File: src/hw/pwm_ctrl_pkg.sv
package pwm_ctrl_pkg;

	// register word offsets (byte addresses)
	localparam logic [7:0] OFS_TIMEBASE = 8'h00;
	localparam logic [7:0] OFS_CLKDIV = 8'h04;
	localparam logic [7:0] OFS_PINCTL = 8'h08;
	localparam logic [7:0] OFS_FAULTCTL = 8'h0C;
	localparam logic [7:0] OFS_UNLOCK = 8'h10;
	localparam logic [7:0] OFS_STATUS = 8'h14;

	// unlock key pair, written in this order to the unlock register
	localparam logic [15:0] UNLOCK_KEY1 = 16'hABCD;
	localparam logic [15:0] UNLOCK_KEY2 = 16'h4321;

	// timebase control field positions
	localparam int TB_EN_BIT = 15;
	localparam int TB_SRC_LSB = 4;
	localparam int TB_POST_LSB = 0;

	// pin control field positions
	localparam int PC_OWN_H_BIT = 15;
	localparam int PC_OWN_L_BIT = 14;
	localparam int PC_POL_H_BIT = 13;
	localparam int PC_POLL_BIT = 12;
	localparam int PC_MODE_LSB = 10;
	localparam int PC_OVRH_BIT = 9;
	localparam int PC_OVRL_BIT = 8;
	localparam int PC_OVR_DATA_LSB = 6;
	localparam int PC_FAULT_DATA_LSB = 4;
	localparam int PC_LIMIT_DATA_LSB = 2;

	// fault control field positions
	localparam int FC_CLACT_BIT = 15;
	localparam int FC_SRC_LSB = 3;
	localparam int FC_POL_BIT = 2;
	localparam int FC_MOD_LSB = 0;

	// reset values
	localparam logic [15:0] TIMEBASE_RST = 16'h0000;
	localparam logic [2:0] CLKDIV_RST = 3'h0;
	localparam logic [15:0] PINCTL_RST = 16'hC000;
	localparam logic [15:0] FAULTCTL_RST = 16'h00F8;

	// encodings
	localparam logic [2:0] SYNC_EXT = 3'h0;
	localparam logic [2:0] CLKDIV_MAX = 3'h6;
	localparam logic [1:0] PAIR_COMPL = 2'h0;
	localparam logic [1:0] PAIR_REDUND = 2'h1;
	localparam logic [1:0] PAIR_PUSHPULL = 2'h2;
	localparam logic [1:0] FMOD_LATCH = 2'h0;
	localparam logic [1:0] FMOD_CYCLE = 2'h1;
	localparam logic [4:0] FSRC_LAST_FAULT = 5'h07;
	localparam logic [4:0] FSRC_LAST_CMP = 5'h0C;
	localparam logic [4:0] FSRC_FAULT32 = 5'h1F;

	// fault and comparator input bundle
	typedef struct packed {
		logic fault32;
		logic [4:0] cmp;
		logic [7:0] fault;
	} fault_in_t;

	// generator waveform and events
	typedef struct packed {
		logic wave_h;
		logic wave_l;
		logic cycle_start;
		logic cmp_match;
		logic limit_active;
	} gen_in_t;

endpackage : pwm_ctrl_pkg

File: src/hw/pwm_timebase_pin_fault_control.sv
// The implementer's own choices: the address map and the Wishbone register port.
`timescale 1ns/100ps
module pwm_timebase_pin_fault_control (
	// clock and reset
	input wire logic clk_i,
	input wire logic rst_i,
	// wishbone slave
	input wire logic cyc_i,
	input wire logic stb_i,
	input wire logic we_i,
	input wire logic [7:0] adr_i,
	input wire logic [3:0] sel_i,
	input wire logic [31:0] dat_i,
	output logic [31:0] dat_o,
	output logic ack_o,
	// configuration strap and pins
	input wire logic write_lock_config_bit_i,
	input wire logic external_sync_input_i,
	input wire pwm_ctrl_pkg::fault_in_t fault_pins_i,
	// generator side
	input wire pwm_ctrl_pkg::gen_in_t gen_i,
	output logic tick_o,
	output logic sync_o,
	output logic trigger_o,
	// power stage pins
	output logic high_side_output_o,
	output logic low_side_output_o,
	output logic high_side_oe_o,
	output logic low_side_oe_o
);
	import pwm_ctrl_pkg::*;

	//////////////////////////////////////////////////////////////////////
	// registers and state
	logic [15:0] timebase_ff; // enable, sync source, postscale
	logic [2:0] clkdiv_ff; // input prescale code
	logic [15:0] pinctl_ff; // ownership, polarity, override data
	logic [15:0] faultctl_ff; // source, polarity, mode
	logic lock_ff; // strap level, followed every cycle after reset
	logic key1_ff; // first key seen
	logic unlocked_ff; // one locked write allowed
	logic [3:0] post_cnt_ff; // compare match count
	logic trigger_ff; // trigger pulse
	logic fault_latch_ff; // latched fault condition
	logic fault_cyc_ff; // cycle fault held to cycle end
	logic ack_ff; // bus answer
	logic [31:0] dat_ff; // read data
	logic [1:0] sync_meta_ff; // external sync synchroniser
	logic sync_prev_ff; // sync edge detect
	logic [1:0] strap_sync_ff; // lock strap synchroniser
	logic [13:0] flt_meta_ff; // fault pin synchroniser stage one
	logic [13:0] flt_sync_ff; // fault pin synchroniser stage two
	logic [13:0] flt_raw; // flattened fault pins
	logic fault_sel; // selected raw fault
	logic fault_act; // polarity corrected fault
	logic fault_on; // fault currently driving the pins
	logic bus_req; // new request this cycle
	logic wr_req; // write request
	logic lock_ok; // locked registers writable now
	logic en; // module enable
	logic [15:0] wd; // low half write data
	logic h_gen, l_gen, h_lvl, l_lvl; // pair mode and priority levels

	assign en = timebase_ff[TB_EN_BIT];
	assign wd = dat_i[15:0];
	assign bus_req = cyc_i && stb_i && !ack_ff;
	assign wr_req = bus_req && we_i && sel_i[0] && sel_i[1];
	assign lock_ok = !lock_ff || unlocked_ff;

	//////////////////////////////////////////////////////////////////////
	// two-flop synchronisers for pins and strap
	assign flt_raw = {fault_pins_i.fault32, fault_pins_i.cmp, fault_pins_i.fault};
	always_ff @(posedge clk_i) begin
		if (rst_i) begin
			sync_meta_ff <= 2'h0;
			strap_sync_ff <= 2'h3; // resets locked, so no open window after reset
			flt_meta_ff <= 14'h0000;
			flt_sync_ff <= 14'h0000;
		end else begin
			sync_meta_ff <= {sync_meta_ff[0], external_sync_input_i};
			strap_sync_ff <= {strap_sync_ff[0], write_lock_config_bit_i};
			flt_meta_ff <= flt_raw;
			flt_sync_ff <= flt_meta_ff;
		end
	end

	// lock level is taken from the synchronised strap after release
	always_ff @(posedge clk_i) begin
		if (rst_i) begin
			lock_ff <= 1'b1;
		end else begin
			lock_ff <= strap_sync_ff[1];
		end
	end

	//////////////////////////////////////////////////////////////////////
	// bus answer: one wait state, ack for a single cycle
	always_ff @(posedge clk_i) begin
		if (rst_i) begin
			ack_ff <= 1'b0;
		end else begin
			ack_ff <= bus_req;
		end
	end
	assign ack_o = ack_ff;

	// read mux; unmapped addresses read zero
	always_ff @(posedge clk_i) begin
		if (rst_i) begin
			dat_ff <= 32'h0000_0000;
		end else if (bus_req && !we_i) begin
			case (adr_i)
				OFS_TIMEBASE: dat_ff <= {16'h0000, timebase_ff};
				OFS_CLKDIV: dat_ff <= {29'h0, clkdiv_ff};
				OFS_PINCTL: dat_ff <= {16'h0000, pinctl_ff};
				OFS_FAULTCTL: dat_ff <= {16'h0000, faultctl_ff};
				OFS_STATUS: dat_ff <= {28'h0, fault_on, unlocked_ff, lock_ff, fault_latch_ff};
				default: dat_ff <= 32'h0000_0000;
			endcase
		end
	end
	assign dat_o = dat_ff;

	//////////////////////////////////////////////////////////////////////
	// unlock key sequence: key1 then key2 opens one locked write
	always_ff @(posedge clk_i) begin
		if (rst_i) begin
			key1_ff <= 1'b0;
			unlocked_ff <= 1'b0;
		end else if (wr_req) begin
			if (adr_i == OFS_UNLOCK) begin
				key1_ff <= (wd == UNLOCK_KEY1);
				unlocked_ff <= key1_ff && (wd == UNLOCK_KEY2);
			end else if (adr_i == OFS_PINCTL || adr_i == OFS_FAULTCTL) begin
				key1_ff <= 1'b0;
				unlocked_ff <= 1'b0;
			end
		end
	end

	// plain registers; prescale and sync codes are stored as written
	always_ff @(posedge clk_i) begin
		if (rst_i) begin
			timebase_ff <= TIMEBASE_RST;
			clkdiv_ff <= CLKDIV_RST;
		end else if (wr_req) begin
			if (adr_i == OFS_TIMEBASE) begin
				timebase_ff <= wd & 16'h807F;
			end
			if (adr_i == OFS_CLKDIV) begin
				clkdiv_ff <= wd[2:0];
			end
		end
	end

	// locked registers
	always_ff @(posedge clk_i) begin
		if (rst_i) begin
			pinctl_ff <= PINCTL_RST;
			faultctl_ff <= FAULTCTL_RST;
		end else if (wr_req && lock_ok) begin
			if (adr_i == OFS_PINCTL) begin
				pinctl_ff <= wd & 16'hFFFC;
			end
			if (adr_i == OFS_FAULTCTL) begin
				faultctl_ff <= wd & 16'h80FF;
			end
		end
	end

	//////////////////////////////////////////////////////////////////////
	// prescaler
	pwm_clk_prescaler u_prescale (
		.clk_i(clk_i),
		.rst_i(rst_i),
		.run_i(en),
		.sel_i(clkdiv_ff),
		.tick_o(tick_o)
	);

	// external sync only on code zero
	always_ff @(posedge clk_i) begin
		if (rst_i) begin
			sync_prev_ff <= 1'b0;
		end else begin
			sync_prev_ff <= sync_meta_ff[1];
		end
	end
	assign sync_o = en && (timebase_ff[6:4] == SYNC_EXT) && sync_meta_ff[1] && !sync_prev_ff;

	always_ff @(posedge clk_i) begin
		if (rst_i || !en) begin
			post_cnt_ff <= 4'h0;
			trigger_ff <= 1'b0;
		end else if (gen_i.cmp_match) begin
			if (post_cnt_ff >= timebase_ff[3:0]) begin
				post_cnt_ff <= 4'h0;
				trigger_ff <= 1'b1;
			end else begin
				post_cnt_ff <= post_cnt_ff + 4'h1;
				trigger_ff <= 1'b0;
			end
		end else begin
			trigger_ff <= 1'b0;
		end
	end
	assign trigger_o = trigger_ff;

	//////////////////////////////////////////////////////////////////////
	// fault source select, reserved codes select a low input, so they fault only with inverted polarity
	always_comb begin
		if (faultctl_ff[7:3] <= FSRC_LAST_CMP) begin
			fault_sel = flt_sync_ff[faultctl_ff[6:3]];
		end else if (faultctl_ff[7:3] == FSRC_FAULT32) begin
			fault_sel = flt_sync_ff[13];
		end else begin
			fault_sel = 1'b0;
		end
	end

	assign fault_act = fault_sel ^ faultctl_ff[FC_POL_BIT];

	// latched fault clears only on a write of the fault register
	always_ff @(posedge clk_i) begin
		if (rst_i) begin
			fault_latch_ff <= 1'b0;
		end else if (faultctl_ff[1:0] == FMOD_LATCH && fault_act) begin
			fault_latch_ff <= 1'b1;
		end else if ((wr_req && lock_ok && adr_i == OFS_FAULTCTL)
			|| faultctl_ff[1:0] != FMOD_LATCH) begin
			fault_latch_ff <= 1'b0;
		end
	end

	// cycle fault held until the next cycle start
	always_ff @(posedge clk_i) begin
		if (rst_i) begin
			fault_cyc_ff <= 1'b0;
		end else if (faultctl_ff[1:0] == FMOD_CYCLE && fault_act) begin
			fault_cyc_ff <= 1'b1;
		end else if (gen_i.cycle_start || faultctl_ff[1:0] != FMOD_CYCLE) begin
			fault_cyc_ff <= 1'b0;
		end
	end

	assign fault_on = fault_latch_ff
		|| (faultctl_ff[1:0] == FMOD_CYCLE && (fault_cyc_ff || fault_act));

	//////////////////////////////////////////////////////////////////////
	// pin-pair mode
	always_comb begin
		case (pinctl_ff[PC_MODE_LSB +: 2])
			PAIR_COMPL: begin
				h_gen = gen_i.wave_h;
				l_gen = !gen_i.wave_h;
			end
			PAIR_REDUND: begin
				h_gen = gen_i.wave_h;
				l_gen = gen_i.wave_h;
			end
			PAIR_PUSHPULL: begin
				h_gen = gen_i.wave_h;
				l_gen = gen_i.wave_l;
			end
			default: begin
				h_gen = 1'b0;
				l_gen = 1'b0;
			end
		endcase
	end

	always_comb begin
		if (fault_on) begin
			h_lvl = pinctl_ff[PC_FAULT_DATA_LSB + 1];
			l_lvl = pinctl_ff[PC_FAULT_DATA_LSB];
		end else if (gen_i.limit_active && faultctl_ff[FC_CLACT_BIT]) begin
			h_lvl = pinctl_ff[PC_LIMIT_DATA_LSB + 1];
			l_lvl = pinctl_ff[PC_LIMIT_DATA_LSB];
		end else begin
			h_lvl = pinctl_ff[PC_OVRH_BIT] ? pinctl_ff[PC_OVR_DATA_LSB + 1] : (en && h_gen);
			l_lvl = pinctl_ff[PC_OVRL_BIT] ? pinctl_ff[PC_OVR_DATA_LSB] : (en && l_gen);
		end
	end

	always_ff @(posedge clk_i) begin
		if (rst_i) begin
			high_side_output_o <= 1'b0;
			low_side_output_o <= 1'b0;
			high_side_oe_o <= 1'b0;
			low_side_oe_o <= 1'b0;
		end else begin
			high_side_output_o <= h_lvl ^ pinctl_ff[PC_POL_H_BIT];
			low_side_output_o <= l_lvl ^ pinctl_ff[PC_POLL_BIT];
			high_side_oe_o <= pinctl_ff[PC_OWN_H_BIT];
			low_side_oe_o <= pinctl_ff[PC_OWN_L_BIT];
		end
	end
	//////////////////////////////////////////////////////////////////////
	// checks
	property p_ack_one;
		@(posedge clk_i) disable iff (rst_i) ack_o |=> !ack_o;
	endproperty
	a_ack_one: assert property (p_ack_one) else $error("ack longer than one cycle");
	property p_lock_block;
		@(posedge clk_i) disable iff (rst_i)
		(wr_req && adr_i == OFS_PINCTL && lock_ff && !unlocked_ff) |=> $stable(pinctl_ff);
	endproperty
	a_lock_block: assert property (p_lock_block) else $error("locked pin write");
	property p_lock_fault;
		@(posedge clk_i) disable iff (rst_i)
		(wr_req && adr_i == OFS_FAULTCTL && lock_ff && !unlocked_ff) |=> $stable(faultctl_ff);
	endproperty
	a_lock_fault: assert property (p_lock_fault) else $error("locked fault write");
	property p_sync_src;
		@(posedge clk_i) disable iff (rst_i) (timebase_ff[6:4] != SYNC_EXT) |-> !sync_o;
	endproperty
	a_sync_src: assert property (p_sync_src) else $error("reserved sync source");
	property p_post_one;
		@(posedge clk_i) disable iff (rst_i)
		(en && timebase_ff[3:0] == 4'h0 && gen_i.cmp_match) |=> trigger_o;
	endproperty
	a_post_one: assert property (p_post_one) else $error("1:1 trigger missing");
	// pin level is launched from the settings of the cycle before, so compare against those
	property p_fault_drive;
		@(posedge clk_i) disable iff (rst_i)
		fault_on |=> high_side_output_o
			== ($past(pinctl_ff[PC_FAULT_DATA_LSB + 1]) ^ $past(pinctl_ff[PC_POL_H_BIT]));
	endproperty
	a_fault_drive: assert property (p_fault_drive) else $error("fault data not driven");
	property p_latch_hold;
		@(posedge clk_i) disable iff (rst_i)
		(fault_latch_ff && faultctl_ff[1:0] == FMOD_LATCH && !wr_req) |=> fault_latch_ff;
	endproperty
	a_latch_hold: assert property (p_latch_hold) else $error("latched fault dropped");
	property p_fault_off;
		@(posedge clk_i) disable iff (rst_i) (faultctl_ff[1:0] == 2'h3) |=> !fault_cyc_ff;
	endproperty
	a_fault_off: assert property (p_fault_off) else $error("disabled fault active");
	property p_reserved_src;
		@(posedge clk_i) disable iff (rst_i)
		(faultctl_ff[7:3] > FSRC_LAST_CMP && faultctl_ff[7:3] != FSRC_FAULT32) |-> !fault_sel;
	endproperty
	a_reserved_src: assert property (p_reserved_src) else $error("reserved source faults");
	property p_oe_own;
		@(posedge clk_i) disable iff (rst_i) 1'b1 |=> high_side_oe_o == $past(pinctl_ff[15]);
	endproperty
	a_oe_own: assert property (p_oe_own) else $error("ownership not applied");
endmodule : pwm_timebase_pin_fault_control

File: src/hw/pwm_clk_prescaler.sv
`timescale 1ns/100ps
module pwm_clk_prescaler (
	// clock and reset
	input wire logic clk_i,
	input wire logic rst_i,
	// control
	input wire logic run_i,
	input wire logic [2:0] sel_i,
	// divided enable
	output logic tick_o
);
	import pwm_ctrl_pkg::*;

	logic [5:0] cnt_ff; // free count, cleared while stopped
	logic [5:0] mask; // low bits that must be all ones

	// mask of 2^sel - 1; reserved code gives no tick
	always_comb begin
		mask = 6'(({6'h0, 1'b1} << sel_i) - 7'h01);
	end

	//////////////////////////////////////////////////////////////////////
	// counter restarts when the time base stops so ticks stay aligned
	always_ff @(posedge clk_i) begin
		if (rst_i || !run_i) begin
			cnt_ff <= 6'h00;
		end else begin
			cnt_ff <= cnt_ff + 6'h01;
		end
	end

	assign tick_o = run_i && (sel_i <= CLKDIV_MAX) && ((cnt_ff & mask) == mask);

endmodule : pwm_clk_prescaler

File: config.mk
export PLATFORM = sky130hd
export DESIGN_NAME = pwm_timebase_pin_fault_control
export DESIGN_NICKNAME = d
export VERILOG_FILES = /design/src/hw/pwm_ctrl_pkg.sv /design/src/hw/pwm_timebase_pin_fault_control.sv /design/src/hw/pwm_clk_prescaler.sv
export SDC_FILE = /design/constraint.sdc
export NUM_CORES = 1
export LEC_CHECK = 0
export ABC_AREA = 1
export BUFFER_PORTS_ARGS = -buffer_cell sky130_fd_sc_hd__buf_2
export CORE_ASPECT_RATIO = 0.6
export CORE_MARGIN = 8
export CORE_UTILIZATION = 40
export CTS_BUF_LIST = sky130_fd_sc_hd__clkbuf_2 sky130_fd_sc_hd__clkbuf_4 sky130_fd_sc_hd__clkbuf_8
export DETAILED_ROUTE_END_ITERATION = 8
export GPL_TIMING_DRIVEN = 0
export PLACE_DENSITY_LB_ADDON = 0.15
export SETUP_SLACK_MARGIN = 0.1
export SYNTH_ARGS = -nofsm -noshare
export SYNTH_HDL_FRONTEND = slang
export SYNTH_SLANG_ARGS = --single-unit
File: constraint.sdc
create_clock -name clk_i -period 3 [get_ports clk_i]
set_clock_uncertainty 0.2 [all_clocks]
set_input_delay 0.6 -clock clk_i [delete_from_list [all_inputs] [get_ports clk_i]]
set_output_delay 0.6 -clock clk_i [all_outputs]
set_load 0.02 [all_outputs]
==> impl_metrics.ini <==
[placed_design]
postPlaceCellArea_mm2 = 0.00512
gp_congestion = 0.886
portBuffers = 75
dp_hpwl_um = 10000
dp.cells = 822
pre_cts_slack_ps = 633

[power]
vdd_drop_max_mv = 0.220
p_switching_uw = 586
fin_total_pwr_mw = 2.42
power.share.clock_pct = 34.2
combPwrFrac_pct = 7.5
p_seq_share_pct = 58.3
pwr_density_cell_mw_per_mm2 = 457
switching_share_pct = 24.2
leakage_nw = 2.44
power.internal_mw = 1.83

[timing]
fin_ws_ps = 544
slew-limit-headroom_pct = 65.2
rsz0062_at_grt = no
finalCritPeriodShare_pct = 81.9
hold_viol = 0
min_period_ps = 2460
whs_ps = 200
setup_tns_ps = 0
worst_pin_slew_ps = 517
setup_viol = 0
fmax_mhz = 407
drv_slew = 0

[clocking]
htreeDepth = 3
cts_tree = built
root_buffer = clkbuf_8
cts-resized-gates = 0
cts_buffer_depth = 2
cts_setup_buffers = 0
path_clk_slew_ps = 90
numCtsBuffers = 9
clock_latency_ps = 360
postCtsHoldBufs = 0
cts_sinks = 104

[run_status]
status = complete, no violations

[cells_and_area]
syn2layout_area_growth_pct = 17.6
antenna_cells = 0
design_area_mm2 = 0.00530
nNetsFinal = 765
utilization_pct = 47.5
final_cells = 836
fillers = 1120
drive_gt1_share_pct = 20.4
final_common_cell = dfxtp_1
layout_common_cells = dfxtp_1, nand2_1, inv_1

[global_route]
grt_overflow = 0
grt_use_total_pct = 17.0
grt_pass1_vias = 3918
grt_pass1_wl_um = 20400
grt_max_degree = 16
antenna_found_initial = 0

[routing]
routed_wl_um = 12700
drtAntennaViolNets = 0
first_pass_iters = 5
initialDrtViolationCount = 415
vias_per_cell = 4.90
drt_drc_violations_left = 0
wl_per_cell_um = 15.2
vias = 4093

[synth]
syn_area_per_cell_um2 = 7.66
yosysSeqAreaShare_pct = 46.2
async_flop_share_pct = 0
synth_edf_count = 0
syn-cell-area_mm2 = 0.00450
synth_ff_type = dfxtp_1
synthDistinctLibCells = 46
syn_inst = 588
yosysWarningCount = 0
ys_ff_latch = 104

[min_path]
hp-start = flt_meta_ff[3]
hold_end = flt_sync_ff[3]
min_path_type = flop to flop
worstHoldPathCells = 2

[worst_setup_path]
r2r_end = dat_o[3]
crit_type = flop to output port
worstPathMaxFanout = 4
worstRegToRegCells = 14
reg2reg_slack_ps = 1010
reg2reg_from = faultctl_ff[4]
worst_setup_path_end_kind = output port
required_ps = 2200
arrival_ps = 1660
start_kind = flop

[floorplanning]
initial_core_util_pct = 40.4
coreArea_mm2 = 0.0111
die_area_mm2 = 0.0150
ios = 110
num_rows = 30
fp.dieW_um = 153
die_y_um = 98.2

[job]
cap_violations = 0
[routing by layer]
| metal | wire (um) | global-route usage [%] | share of wire, % | up-vias |
|---|---|---|---|---|
| li1 | - | - | - | 2047 |
| met1 | 6510 | 24.9 | 51 | 1866 |
| met2 | 4900 | 23.5 | 39 | 171 |
| met3 | 1190 | 5.42 | 9.4 | 9 |
| met4 | 102 | 3.18 | 0.80 | 0 |
| met5 | 0 | 0 | 0 | - |
[kinds of logic (layout without fill, tap and decap cells)]
kind of cell,Yosys count,count (layout),share of synthesized area [%]
other,1,16,0.0833
AO/OA/AOI/OAI,110,110,13.7
buffers and inverters,129,218,13.8
multiplexers,1,1,0.250
XOR/XNOR,1,1,0.194
AND/OR/NAND/NOR,236,236,24.1
flip-flops,104,104,46.2
adder cells (fa/ha/maj),6,6,1.67
[state kept, by name, indices dropped and copies added, names as in the netlist, 2 cells and up]
signal             count
dat_o                 16
u_prescale.cnt_ff      6
strap_sync_ff          2
clkdiv_ff              3
post_cnt_ff            4
sync_meta_ff           2
faultctl_ff            9
flt_meta_ff           14
pinctl_ff             14
timebase_ff            8
flt_sync_ff           14
[worst max path at each step]
stage	startpoint	end	slack, ps	depth (start not counted)
2_1_floorplan	u_prescale.cnt_ff[0]	tick_o	470	4
3_3_place_gp	adr_i[7]	timebase_ff[1]	610	9
3_5_place_dp	adr_i[7]	timebase_ff[1]	630	9
4_1_cts	u_prescale.cnt_ff[0]	tick_o	510	5
5_1_grt	u_prescale.cnt_ff[2]	tick_o	370	5
6_report	u_prescale.cnt_ff[2]	tick_o	540	5
[worst max-delay path: stages (launching register included)]
cell,delay (ps)
dfxtp_1,390
nand3_1,110
nor2_1,130
inv_1,90
a2111oi_0,340
buf_2,230
[power groups by stage]
stage	logic, mW	registers (mW)	clock network [mW]
after global placement	0.176	1.44	0
after floorplan	0.102	1.44	0
after CTS	0.179	1.41	0.854
after detailed placement	0.179	1.44	0
after global routing	0.200	1.41	0.899
final	0.181	1.41	0.828
[synthesized netlist by cell type (all sizes together) (2+ instances only)]
cell type / instances / area [um^2]
nor4: 5 / 31.3
ha: 6 / 75.1
nor3: 9 / 56.3
nand4: 5 / 37.5
nand2: 93 / 354
dfxtp: 104 / 2080
a31oi: 2 / 12.5
buf: 25 / 206
a21oi: 51 / 259
a221oi: 2 / 17.5
nand3b: 3 / 35.0
o21ai: 38 / 194
inv: 95 / 362
o211ai: 11 / 82.6
clkbuf: 9 / 53.8
o2111ai: 3 / 26.3
nor2: 79 / 343
or2: 4 / 27.5
nand3: 35 / 180
[layout make-up]
class | count | area, um^2 | share of cell area, %
plain buffers | 34 | 260 | 4.91
clock buffers | 12 | 165 | 3.12
clock inverters | 2 | 15.0 | 0.283
inverters | 95 | 362 | 6.83
multi-input cells | 370 | 1860 | 35.1
flip-flops and latches | 104 | 2080 | 39.3
well taps | 144 | 180 | 3.40
repair buffers | 75 | 375 | 7.09
Power figures use the tool's default switching activity.
